==> src/verilog/rrpx_pkg.sv <==
// Package: addresses, field layouts, reset values and framing of the bank
package rrpx_pkg;

	// ------------------------------------------------------------
	// Serial framing
	// ------------------------------------------------------------
	localparam int unsigned HDR_WRITE_BIT   = 7;
	localparam int unsigned HDR_INC_BIT     = 6;
	localparam logic [2:0]  LAST_BIT_INDEX  = 3'h7;
	localparam logic [5:0]  ADDR_STEP       = 6'h01;

	// ------------------------------------------------------------
	// Register addresses
	// ------------------------------------------------------------
	localparam logic [5:0] ADDR_CONTROL                    = 6'h03;
	localparam logic [5:0] ADDR_ANALOG_CONTROL             = 6'h20;
	localparam logic [5:0] ADDR_SIGNAL_STRENGTH_STATUS     = 6'h22;
	localparam logic [5:0] ADDR_AMPLIFIER_BIAS_SETTING     = 6'h23;
	localparam logic [5:0] ADDR_CRYSTAL_TRIM_AND_CLOCK_OUT = 6'h24;

	// ------------------------------------------------------------
	// Field positions
	// ------------------------------------------------------------
	localparam int unsigned RX_ENABLE_BIT       = 7;
	localparam int unsigned DEVICE_RESET_BIT    = 0;
	localparam int unsigned STRENGTH_VALID_BIT  = 5;
	localparam int unsigned STRENGTH_MSB        = 4;
	localparam int unsigned BIAS_MSB            = 2;
	localparam int unsigned CLOCK_OUT_DIS_BIT   = 6;
	localparam int unsigned TRIM_MSB            = 5;

	// ------------------------------------------------------------
	// Reset values
	// ------------------------------------------------------------
	localparam logic [4:0] STRENGTH_RESET      = 5'h00;
	localparam logic [2:0] BIAS_RESET          = 3'h0;
	localparam logic [5:0] TRIM_RESET          = 6'h00;
	localparam logic       CLOCK_OUT_DIS_RESET = 1'b0;
	localparam logic [7:0] READ_ZERO           = 8'h00;

endpackage

==> src/verilog/rrpx_regs.sv <==
// Signal strength, amplifier bias and crystal trim register bank

// Summary of operation
// - The signal-strength register is wholly read-only and its bits 7:6 read zero.
// - Bit 5 of the signal-strength register reads 1 only while bits 4:0 hold a valid sample.
// - Bits 4:0 report received strength, a larger value meaning a stronger signal.
// - One strength sample is caught per entry into receive mode, set by writing bit 7 of address 0x03 as 1.
// - The bias field in bits 2:0 takes 0 to 7, higher meaning more transmit power.
// - Crystal trim bit 6 set stops the reference clock output; clear lets it drive.
// - After reset the clock output disable bit is clear, so the clock output is on.
// - Crystal trim bits 5:0 set the load capacitance trim, one step per increment.
// - Writing the self-clearing device reset bit restores every register here to default.
module rrpx_regs (
	input  wire logic       clk,
	input  wire logic       reset,
	input  wire logic       spi_sck,
	input  wire logic       spi_ss_n,
	input  wire logic       spi_mosi,
	output logic            spi_miso,
	output logic            spi_miso_oe,
	input  wire logic [4:0] strength_sample,
	input  wire logic       strength_sample_strobe,
	output logic            receive_mode,
	output logic [2:0]      amplifier_bias_field,
	output logic [5:0]      crystal_trim_field,
	output logic            reference_clock_output_enable
);

	logic [5:0] addr;
	logic [7:0] rd_data;
	logic       wr_strobe;
	logic [5:0] wr_addr;
	logic [7:0] wr_data;

	logic [4:0] strength_value,   next_strength_value;
	logic       strength_valid,   next_strength_valid;
	logic       capture_armed,    next_capture_armed;
	logic       next_receive_mode;
	logic [2:0] next_amplifier_bias_field;
	logic [5:0] next_crystal_trim_field;
	logic       clock_out_disable, next_clock_out_disable;
	logic       next_ref_out_enable;
	logic       soft_reset,       next_soft_reset;
	logic       bank_reset;

	logic [7:0] strength_view;
	logic [7:0] bias_view;
	logic [7:0] trim_view;
	logic       hit_control;
	logic       hit_analog;

	// ------------------------------------------------------------
	// Serial port
	// ------------------------------------------------------------
	rrpx_spi_slave u_spi (
		.clk         (clk),
		.reset       (reset),
		.spi_sck     (spi_sck),
		.spi_ss_n    (spi_ss_n),
		.spi_mosi    (spi_mosi),
		.spi_miso    (spi_miso),
		.spi_miso_oe (spi_miso_oe),
		.addr        (addr),
		.rd_data     (rd_data),
		.wr_strobe   (wr_strobe),
		.wr_addr     (wr_addr),
		.wr_data     (wr_data)
	);

	// ------------------------------------------------------------
	// Read views
	// ------------------------------------------------------------
	// Reserved bits are not stored and read zero
	always_comb begin
		strength_view = rrpx_pkg::READ_ZERO;
		strength_view[rrpx_pkg::STRENGTH_VALID_BIT] = strength_valid;
		strength_view[rrpx_pkg::STRENGTH_MSB:0] = strength_value;
		bias_view = rrpx_pkg::READ_ZERO;
		bias_view[rrpx_pkg::BIAS_MSB:0] = amplifier_bias_field;
		trim_view = rrpx_pkg::READ_ZERO;
		trim_view[rrpx_pkg::CLOCK_OUT_DIS_BIT] = clock_out_disable;
		trim_view[rrpx_pkg::TRIM_MSB:0] = crystal_trim_field;
	end

	// ------------------------------------------------------------
	// Read mux
	// ------------------------------------------------------------
	// Unmapped and write-only addresses read zero
	always_comb begin
		rd_data = rrpx_pkg::READ_ZERO;
		unique case (addr)
			rrpx_pkg::ADDR_SIGNAL_STRENGTH_STATUS: begin
				rd_data = strength_view;
			end
			rrpx_pkg::ADDR_AMPLIFIER_BIAS_SETTING: begin
				rd_data = bias_view;
			end
			rrpx_pkg::ADDR_CRYSTAL_TRIM_AND_CLOCK_OUT: begin
				rd_data = trim_view;
			end
			default: begin
				rd_data = rrpx_pkg::READ_ZERO;
			end
		endcase
	end

	// ------------------------------------------------------------
	// Write decode
	// ------------------------------------------------------------
	// Neither target is readable here; both act only on the write
	always_comb begin
		hit_control = wr_strobe & (wr_addr == rrpx_pkg::ADDR_CONTROL);
		hit_analog  = wr_strobe &
			(wr_addr == rrpx_pkg::ADDR_ANALOG_CONTROL);
	end

	// ------------------------------------------------------------
	// Device reset
	// ------------------------------------------------------------
	// Pulse lasts one clock, then the bit reads back as clear
	always_comb begin
		next_soft_reset = hit_analog & ~soft_reset &
			wr_data[rrpx_pkg::DEVICE_RESET_BIT];
		bank_reset = reset | soft_reset;
	end

	always_ff @(posedge clk) begin
		if (reset) begin
			soft_reset <= 1'b0;
		end else begin
			soft_reset <= next_soft_reset;
		end
	end

	// ------------------------------------------------------------
	// Configuration registers
	// ------------------------------------------------------------
	always_comb begin
		next_amplifier_bias_field = amplifier_bias_field;
		next_crystal_trim_field   = crystal_trim_field;
		next_clock_out_disable    = clock_out_disable;
		if (wr_strobe) begin
			unique case (wr_addr)
				rrpx_pkg::ADDR_AMPLIFIER_BIAS_SETTING: begin
					// Bits 7:3 are not stored and read zero
					next_amplifier_bias_field =
						wr_data[rrpx_pkg::BIAS_MSB:0];
				end
				rrpx_pkg::ADDR_CRYSTAL_TRIM_AND_CLOCK_OUT: begin
					next_crystal_trim_field =
						wr_data[rrpx_pkg::TRIM_MSB:0];
					next_clock_out_disable =
						wr_data[rrpx_pkg::CLOCK_OUT_DIS_BIT];
				end
				default: begin
					next_amplifier_bias_field = amplifier_bias_field;
				end
			endcase
		end
		next_ref_out_enable = ~next_clock_out_disable;
	end

	always_ff @(posedge clk) begin
		if (bank_reset) begin
			amplifier_bias_field          <= rrpx_pkg::BIAS_RESET;
			crystal_trim_field            <= rrpx_pkg::TRIM_RESET;
			clock_out_disable             <= rrpx_pkg::CLOCK_OUT_DIS_RESET;
			reference_clock_output_enable <= ~rrpx_pkg::CLOCK_OUT_DIS_RESET;
		end else begin
			amplifier_bias_field          <= next_amplifier_bias_field;
			crystal_trim_field            <= next_crystal_trim_field;
			clock_out_disable             <= next_clock_out_disable;
			reference_clock_output_enable <= next_ref_out_enable;
		end
	end

	// ------------------------------------------------------------
	// Receive mode and strength capture
	// ------------------------------------------------------------
	// Stored value changes only by capture or device reset; writes to its address never reach it
	always_comb begin
		next_receive_mode   = receive_mode;
		next_capture_armed  = capture_armed;
		next_strength_value = strength_value;
		next_strength_valid = strength_valid;
		if (capture_armed & strength_sample_strobe) begin
			next_strength_value = strength_sample;
			next_strength_valid = 1'b1;
			next_capture_armed  = 1'b0;
		end
		// Entry wins over a sample strobe in the same clock
		if (hit_control) begin
			next_receive_mode = wr_data[rrpx_pkg::RX_ENABLE_BIT];
			if (wr_data[rrpx_pkg::RX_ENABLE_BIT] & ~receive_mode) begin
				// Fresh entry: old sample no longer describes this one
				next_capture_armed  = 1'b1;
				next_strength_valid = 1'b0;
			end else if (~wr_data[rrpx_pkg::RX_ENABLE_BIT]) begin
				next_capture_armed = 1'b0;
			end
		end
	end

	always_ff @(posedge clk) begin
		if (bank_reset) begin
			receive_mode   <= 1'b0;
			capture_armed  <= 1'b0;
			strength_value <= rrpx_pkg::STRENGTH_RESET;
			strength_valid <= 1'b0;
		end else begin
			receive_mode   <= next_receive_mode;
			capture_armed  <= next_capture_armed;
			strength_value <= next_strength_value;
			strength_valid <= next_strength_valid;
		end
	end

endmodule

==> src/verilog/rrpx_spi_slave.sv <==
// Serial byte engine: header decode, address stepping, read and write strobes
module rrpx_spi_slave (
	input  wire logic       clk,
	input  wire logic       reset,
	input  wire logic       spi_sck,
	input  wire logic       spi_ss_n,
	input  wire logic       spi_mosi,
	output logic            spi_miso,
	output logic            spi_miso_oe,
	output logic [5:0]      addr,
	input  wire logic [7:0] rd_data,
	output logic            wr_strobe,
	output logic [5:0]      wr_addr,
	output logic [7:0]      wr_data
);

	logic       sck_prev,  next_sck_prev;
	logic [2:0] bit_cnt,   next_bit_cnt;
	logic [6:0] rx_shift,  next_rx_shift;
	logic [7:0] tx_shift,  next_tx_shift;
	logic       in_hdr,    next_in_hdr;
	logic       is_write,  next_is_write;
	logic       auto_inc,  next_auto_inc;
	logic       load_pend, next_load_pend;
	logic [5:0] next_addr;
	logic       next_spi_miso;
	logic       next_spi_miso_oe;
	logic       next_wr_strobe;
	logic [5:0] next_wr_addr;
	logic [7:0] next_wr_data;
	logic       sck_rise;
	logic       sck_fall;
	logic [7:0] byte_in;

	// ------------------------------------------------------------
	// Next state
	// ------------------------------------------------------------
	always_comb begin
		sck_rise         = spi_sck & ~sck_prev & ~spi_ss_n;
		sck_fall         = ~spi_sck & sck_prev & ~spi_ss_n;
		byte_in          = {rx_shift, spi_mosi};
		next_sck_prev    = spi_sck;
		next_bit_cnt     = bit_cnt;
		next_rx_shift    = rx_shift;
		next_tx_shift    = tx_shift;
		next_in_hdr      = in_hdr;
		next_is_write    = is_write;
		next_auto_inc    = auto_inc;
		next_load_pend   = 1'b0;
		next_addr        = addr;
		next_spi_miso    = spi_miso;
		next_spi_miso_oe = ~spi_ss_n;
		next_wr_strobe   = 1'b0;
		next_wr_addr     = wr_addr;
		next_wr_data     = wr_data;
		if (spi_ss_n) begin
			next_bit_cnt  = 3'h0;
			next_in_hdr   = 1'b1;
			next_tx_shift = rrpx_pkg::READ_ZERO;
			next_spi_miso = 1'b0;
		end else begin
			// Read data fetched one clock after the address settles
			if (load_pend) begin
				next_tx_shift = rd_data;
			end
			if (sck_rise) begin
				next_rx_shift = byte_in[6:0];
				next_bit_cnt  = bit_cnt + 3'h1;
				if (bit_cnt == rrpx_pkg::LAST_BIT_INDEX) begin
					if (in_hdr) begin
						next_in_hdr   = 1'b0;
						next_is_write = byte_in[rrpx_pkg::HDR_WRITE_BIT];
						next_auto_inc = byte_in[rrpx_pkg::HDR_INC_BIT];
						next_addr     = byte_in[5:0];
						next_load_pend = ~byte_in[rrpx_pkg::HDR_WRITE_BIT];
					end else begin
						if (is_write) begin
							next_wr_strobe = 1'b1;
							next_wr_addr   = addr;
							next_wr_data   = byte_in;
						end else begin
							next_load_pend = 1'b1;
						end
						if (auto_inc) begin
							next_addr = addr + rrpx_pkg::ADDR_STEP;
						end
					end
				end
			end
			if (sck_fall) begin
				next_spi_miso = tx_shift[7];
				next_tx_shift = {tx_shift[6:0], 1'b0};
			end
		end
	end

	// ------------------------------------------------------------
	// Registers
	// ------------------------------------------------------------
	always_ff @(posedge clk) begin
		if (reset) begin
			sck_prev    <= 1'b0;
			bit_cnt     <= 3'h0;
			rx_shift    <= 7'h00;
			tx_shift    <= 8'h00;
			in_hdr      <= 1'b1;
			is_write    <= 1'b0;
			auto_inc    <= 1'b0;
			load_pend   <= 1'b0;
			addr        <= 6'h00;
			spi_miso    <= 1'b0;
			spi_miso_oe <= 1'b0;
			wr_strobe   <= 1'b0;
			wr_addr     <= 6'h00;
			wr_data     <= 8'h00;
		end else begin
			sck_prev    <= next_sck_prev;
			bit_cnt     <= next_bit_cnt;
			rx_shift    <= next_rx_shift;
			tx_shift    <= next_tx_shift;
			in_hdr      <= next_in_hdr;
			is_write    <= next_is_write;
			auto_inc    <= next_auto_inc;
			load_pend   <= next_load_pend;
			addr        <= next_addr;
			spi_miso    <= next_spi_miso;
			spi_miso_oe <= next_spi_miso_oe;
			wr_strobe   <= next_wr_strobe;
			wr_addr     <= next_wr_addr;
			wr_data     <= next_wr_data;
		end
	end

endmodule

==> config.mk <==
export PLATFORM = sky130hd
export DESIGN_NAME = rrpx_regs
export DESIGN_NICKNAME = d
export VERILOG_FILES = /design/src/verilog/rrpx_pkg.sv /design/src/verilog/rrpx_regs.sv /design/src/verilog/rrpx_spi_slave.sv
export SDC_FILE = /design/constraint.sdc
export NUM_CORES = 1
export LEC_CHECK = 0
export BUFFER_PORTS_ARGS = -buffer_cell sky130_fd_sc_hd__buf_2
export CORE_UTILIZATION = 60
export CTS_CLUSTER_DIAMETER = 100
export CTS_CLUSTER_SIZE = 20
export DETAILED_ROUTE_END_ITERATION = 16
export PLACE_DENSITY = 0.89
export SKIP_LAST_GASP = 1
export SYNTH_ARGS = -nofsm -noshare
export SYNTH_HDL_FRONTEND = slang
export SYNTH_SLANG_ARGS = --single-unit
==> constraint.sdc <==
create_clock -name clk -period 2.2 [get_ports clk]
set_input_delay 0.44 -clock clk [delete_from_list [all_inputs] [get_ports clk]]
set_output_delay 0.44 -clock clk [all_outputs]
set_load 0.03 [all_outputs]
==> qor.yml, run 1 <==
leakage_nw: 1.24
crit_path_start_kind: "flip-flop"
grt_pass1_vias: 2271
synth_top_family_by_area: "simple AND/OR/NAND/NOR gates"
fp-row-count: 25
path_class: "flip-flop to flip-flop"
io_buffers: 23
ys_seq_elements: 66
maxSlewHeadroom_pct: 58.3
hpwl_um: 4610
hold_class: "input port to flip-flop"
synth_simple_gate_area_share_pct: 21.2
synth_xor_area_share_pct: 0.297
vias_per_cell: 6.02
n_antenna_cell: 0
routedWlPerCell_um: 15.9
firstDrtPassIters: 6
synth_nets: 342
grt_setup_unrepaired: "false"
drv_cap: 0
core_um2: 4720
hold_violations: 0
synth_largest_area_cell: "dfxtp_1"
max-vdd-ir-drop_uv: 360
place_inst: 398
synthAdderAreaFrac_pct: 2.12
layout_min_cycle_time_ns: 1.81
stdcell_count: 414
cts-hold-fix-buffers: 0
synth_compound_area_share_pct: 17.5
power_density_nw_per_um2: 725
finalPower_w: 0.00238
synth_edf_count: 0
antenna_found_initial: 0
post-cts-setup-buffers: 0
die_h_um: 72.1
drive_gt1_share_pct: 16.4
cts_buffers: 9
clock_sinks: 66
synthFlopType: "dfxtp_1"
clk_latency_ns: 0.35
final_nets: 358
synth_warnings: 0
gp_congestion: 0.839
critPathMaxFanout: 26
dieArea_um2: 5200
io_pins: 24
critPathCaptureType: "flip-flop"
drc: 0
synth_area_um2: 2950
start_util_pct: 62.5
drtAntennaViolNets: 0
synthCells: 326
final_util_pct: 69.5
synth_cell_types: 55
worst_pin_slew_ns: 0.625
tritoncts: "done"
tns_ns: 0
grt_max_degree: 30
fmax_ghz: 0.551
whs_ns: 0.338
cp.arrival_ns: 2.08
grt_overflow: 0
status: "finished, final reports clean"
async_flop_share_pct: 0
n_fill_cell: 351
required_ns: 2.47
synthToLayoutAreaGrowth_pct: 11.1
vias: 2492
clk_pin_slew_ns: 0.08
htreeDepth: 3
synth_top_area_share_pct: 44.8
synth_area_leaders: "dfxtp_1 45%, mux2i_1 8.8%, a21oi_1 4.6%, nand3_1 4.6%, o21ai_0 4.6%"
wirelength_um: 6600
cts.path.max_buffers: 2
slew_viol_final: 0
cts-root-buf: "clkbuf_8"
track_usage_pct: 26.7
grt_pass1_wl_um: 10500
synth-seq-area-share_pct: 44.8
fin_worst_skew_ns: 0.0110
die_w_um: 72.1
synthMuxAreaShare_pct: 9.20
ctsResizeCount: 0
synth_area_per_cell_um2: 9.05
period_share_pct: 82.5
setup_viol: 0
drt_iter0_drc: 241
-- where the power goes --
part	internal [W]	total, W	switching [W]
combinational	0.0000275	0.0000719	0.0000444
sequential	0.00120	0.00120	0.00000430
clock	0.000635	0.00110	0.000468
total	0.00186	0.00238	0.000517
-- metrics by stage --
step	setup slack, ns	instance area [um^2]
3_5_place_dp	0.427	3060
5_1_grt	0.286	3280
4_1_cts	0.392	3280
2_1_floorplan	0.720	2950
6_report	0.385	3280
3_3_place_gp	0.503	3060
-- critical path, stage by stage (launching register included) --
cell	delay [ns]
dfxtp_1	0.36
ha_1	0.16
ha_1	0.21
nand4bb_4	0.35
or3_1	0.49
o221ai_2	0.17
-- layout by cell type, fill, tap and decap left out, types with 3 or more instances in the layout --
cell type and instances:
ha_1 5, a21oi_1 27, nand3_1 27, nor2b_1 7, and3b_1 3, buf_2 23, nand2_1 32, inv_1 9
and3_1 4, a31oi_1 5, nand4_1 3, o21ai_0 27, buf_4 3, nor2_1 16, mux2i_1 26, dfxtp_1 66
and4bb_2 3, clkbuf_8 9
-- cell usage after synthesis, types with 2 or more instances --
library cell	number
dfxtp_1	66
nand2_1	32
a21oi_1	27
nand3_1	27
o21ai_0	27
mux2i_1	26
nor2_1	16
clkbuf_1	9
inv_1	9
buf_2	7
nor2b_1	7
a31oi_1	5
ha_1	5
and3_1	4
and3b_1	3
and4bb_2	3
nand4_1	3
a22oi_1	2
a32oi_1	2
and2b_1	2
buf_4	2
buf_6	2
nand2b_1	2
nor3_1	2
o2111ai_1	2
o21a_1	2
o22ai_1	2
or2_2	2
or3_1	2
-- cell families after synthesis --
family,after synthesis
and+or+nand+nor,114
AOI/OAI and AO/OA,83
DFF,66
buffers and inverters,30
muxes,27
adders and majority gates,5
xor gates and xnor gates,1
-- flip-flops by register name (all words and copies together) (netlist names), 3 cells and up --
| register | cells |
|---|---|
| amplifier_bias_field | 3 |
| crystal_trim_field | 6 |
| strength_value | 5 |
| u_spi.addr | 6 |
| u_spi.bit_cnt | 3 |
| u_spi.rx_shift | 7 |
| u_spi.tx_shift | 8 |
| u_spi.wr_addr | 6 |
| u_spi.wr_data | 8 |
-- layer usage --
metal	part of all wire (%)	wire length, um	track usage, %	vias up
li1	-	-	-	1198
met3	6.2	411	4.86	16
met2	49	3240	44.9	104
met1	43	2810	32.5	1174
met5	0	0	0	-
met4	2.1	139	14.2	0
-- final timing paths --
kind                       from               endpoint  slack [ns]  cells past startpoint
max            u_spi.bit_cnt[0]          u_spi.addr[5]        0.39                      5
min          strength_sample[4]      strength_value[4]        0.34                      3
max reg2reg    u_spi.bit_cnt[0]          u_spi.addr[5]        0.39                      5
min reg2reg    u_spi.wr_data[3]  crystal_trim_field[3]        0.45                      2
-- cell type report --
type	instances	area, um^2	share of cell area [%]
multi-input combinational	230	1490	45.3
sequential	66	1320	40.3
timing repair buffer	26	138	4.20
clock buffer	9	124	3.78
clock inverter	7	93.8	2.86
tap	67	83.8	2.56
inverter	9	33.8	1.03
(Power assumes the default switching activity.)
==> inputs of run 2 (changes only) <==
Settings changed: CORE_UTILIZATION 60 to 59, PLACE_DENSITY 0.89 to 0.88.
Clock period 2.2 ns to 1.7 ns, I/O delays scaled along.
==> run 2 against run 1 <==
Net effect:
- first-iteration DRC count is 17% lower
- sequential power rose by 30%
- via count grew 1.3%
- die area grew 1.7%
- fmax up 15%
- critical path depth unchanged
- global-route usage increased by 1.3 points
- count of clock-buffer cells in the layout stayed put
- hold slack got worse by 0.11 ns
- sequential share of layout area fell by 0.86 points
- setup slack worse by 0.26 ns
- core utilization increased by 1.0 points
- highest routed layer unchanged
==> qor.yml, run 2 (same netlist as run 1, synthesis figures left out) <==
gp_congestion: 0.915
crit_path_start_kind: "flip-flop"
drt_iter0_drc: 200
setup_viol: 0
grt_max_degree: 21
busiest_layer: "met2"
die_h_um: 72.7
period_share_pct: 92.6
clk_pin_slew_ns: 0.08
wirelength_um: 6850
crit-reg2reg-launch: "u_spi.bit_cnt[0]"
tns_ns: 0
path_class: "flip-flop to flip-flop"
worstPathCellList: "ha_1, ha_1, nand4bb_4, or3_1, o221ai_2"
htreeDepth: 3
tritoncts: "done"
layout_min_cycle_time_ns: 1.57
multi_input_comb_area_um2: 1490
drc: 0
start_util_pct: 62.1
maxSlewHeadroom_pct: 68.2
antenna_found_initial: 0
drtAntennaViolNets: 0
grt_pass1_wl_um: 10900
hold_class: "input port to flip-flop"
clock_sinks: 66
fp-row-count: 25
r2r_cells: 5
cp-endpoint: "u_spi.addr[5]"
slowest_delay_ns: 0.42
hpwl_um: 4990
grt_use_met1_pct: 35.1
layout_common_cells: "66 x dfxtp_1, 32 x nand2_1, 27 x nand3_1, 27 x a21oi_1, 27 x o21ai_0"
track_usage_pct: 28.0
cp-startpoint: "u_spi.bit_cnt[0]"
finalPower_w: 0.00300
die_w_um: 72.7
rrSetupSlack_ns: 0.13
cts_buffers: 9
required_ns: 1.97
clk_latency_ns: 0.35
power_density_nw_per_um2: 895
grt_overflow: 0
n_fill_cell: 390
cp.arrival_ns: 1.85
vias: 2524
top_regs: "u_spi.tx_shift (8), u_spi.wr_data (8), u_spi.rx_shift (7)"
final_common_cell: "dfxtp_1"
routedWlPerCell_um: 16.1
io_buffers: 23
n_antenna_cell: 0
drv_cap: 0
ctsResizeCount: 0
synthToLayoutAreaGrowth_pct: 13.6
fin_area_um2: 3350
hp-start: "strength_sample[3]"
core_um2: 4750
cp_slowest_cell: "or3_1"
cts-root-buf: "clkbuf_8"
cts.path.max_buffers: 2
firstDrtPassIters: 5
critPathMaxFanout: 10
drive_gt1_share_pct: 18.8
final_nets: 368
grt_use_met3_pct: 6.77
regArea_um2: 1320
cpMostUsedCell: "ha_1"
worst_pin_slew_ns: 0.477
status: "finished, final reports clean"
grt_use_met2_pct: 45.3
io_pins: 24
r2r_end: "u_spi.addr[5]"
fmax_ghz: 0.635
vias_per_cell: 5.95
max-vdd-ir-drop_uv: 561
grt_pass1_vias: 2307
dieArea_um2: 5290
critPathCaptureType: "flip-flop"
post-cts-setup-buffers: 0
leakage_nw: 1.29
cts-hold-fix-buffers: 0
grt_setup_unrepaired: "false"
hold_violations: 0
fin_worst_skew_ns: 0.0110
placed_area_um2: 3150
slew_viol_final: 0
[run 2: changes by cell type in the layout (fill, tap and decap cells not counted), sizes merged]
cell,change
buf,+10
bufinv,-1
clkinvlp,-1
inv,+2
[run 2: routing by layer]
metal	share of wire [%]	routed length (um)
met1	43	2960
met2	49	3330
met3	5.4	369
met4	2.7	187
met5	0	0
[run 2: per-stage QoR]
stage | utilization [%] | setup slack, ns | cells | hold WS, ns
6_report | 70.5 | 0.126 | 424 | 0.233
5_1_grt | 70.5 | 0.0254 | 424 | 0.236
3_5_place_dp | 66.3 | 0.136 | 408 | 0.472
3_3_place_gp | 66.3 | 0.195 | 408 | 0.452
4_1_cts | 70.5 | 0.124 | 424 | 0.227
2_1_floorplan | - | 0.220 | 326 | 0.431
[run 2: cell type report]
cell class                      instances  share of cell area, %
Clock buffer                            9                   3.70
Tap cell                               67                   2.50
Multi-Input combinational cell        230                   44.3
Timing Repair Buffer                   36                   6.72
Sequential cell                        66                   39.4
Inverter                                9                   1.01
Clock inverter                          7                   2.31
[run 2: critical path, delay by kind of cell, from the launching register on]
family | cells | cell delay [ns]
AO/OA/AOI/OAI | 1 | 0.17
flip-flops | 1 | 0.35
adder cells (fa/ha/maj) | 2 | 0.36
AND/OR/NAND/NOR | 2 | 0.62
[run 2: report_power, final]
group / switching [W] / leakage, nW / internal [W]
sequential: 0.00000576 / 0.532 / 0.00155
clock: 0.000654 / 0.100 / 0.000689
combinational: 0.0000590 / 0.658 / 0.0000400
[run 2: worst min path at each step]
| stage | end | slack [ns] | cells past startpoint |
|---|---|---|---|
| 6_report | strength_value[3] | 0.23 | 3 |
| 5_1_grt | strength_value[3] | 0.24 | 3 |
| 4_1_cts | strength_value[0] | 0.23 | 3 |
| 3_5_place_dp | u_spi.tx_shift[4] | 0.47 | 2 |
| 3_3_place_gp | crystal_trim_field[4] | 0.45 | 2 |
| 2_1_floorplan | crystal_trim_field[3] | 0.43 | 2 |
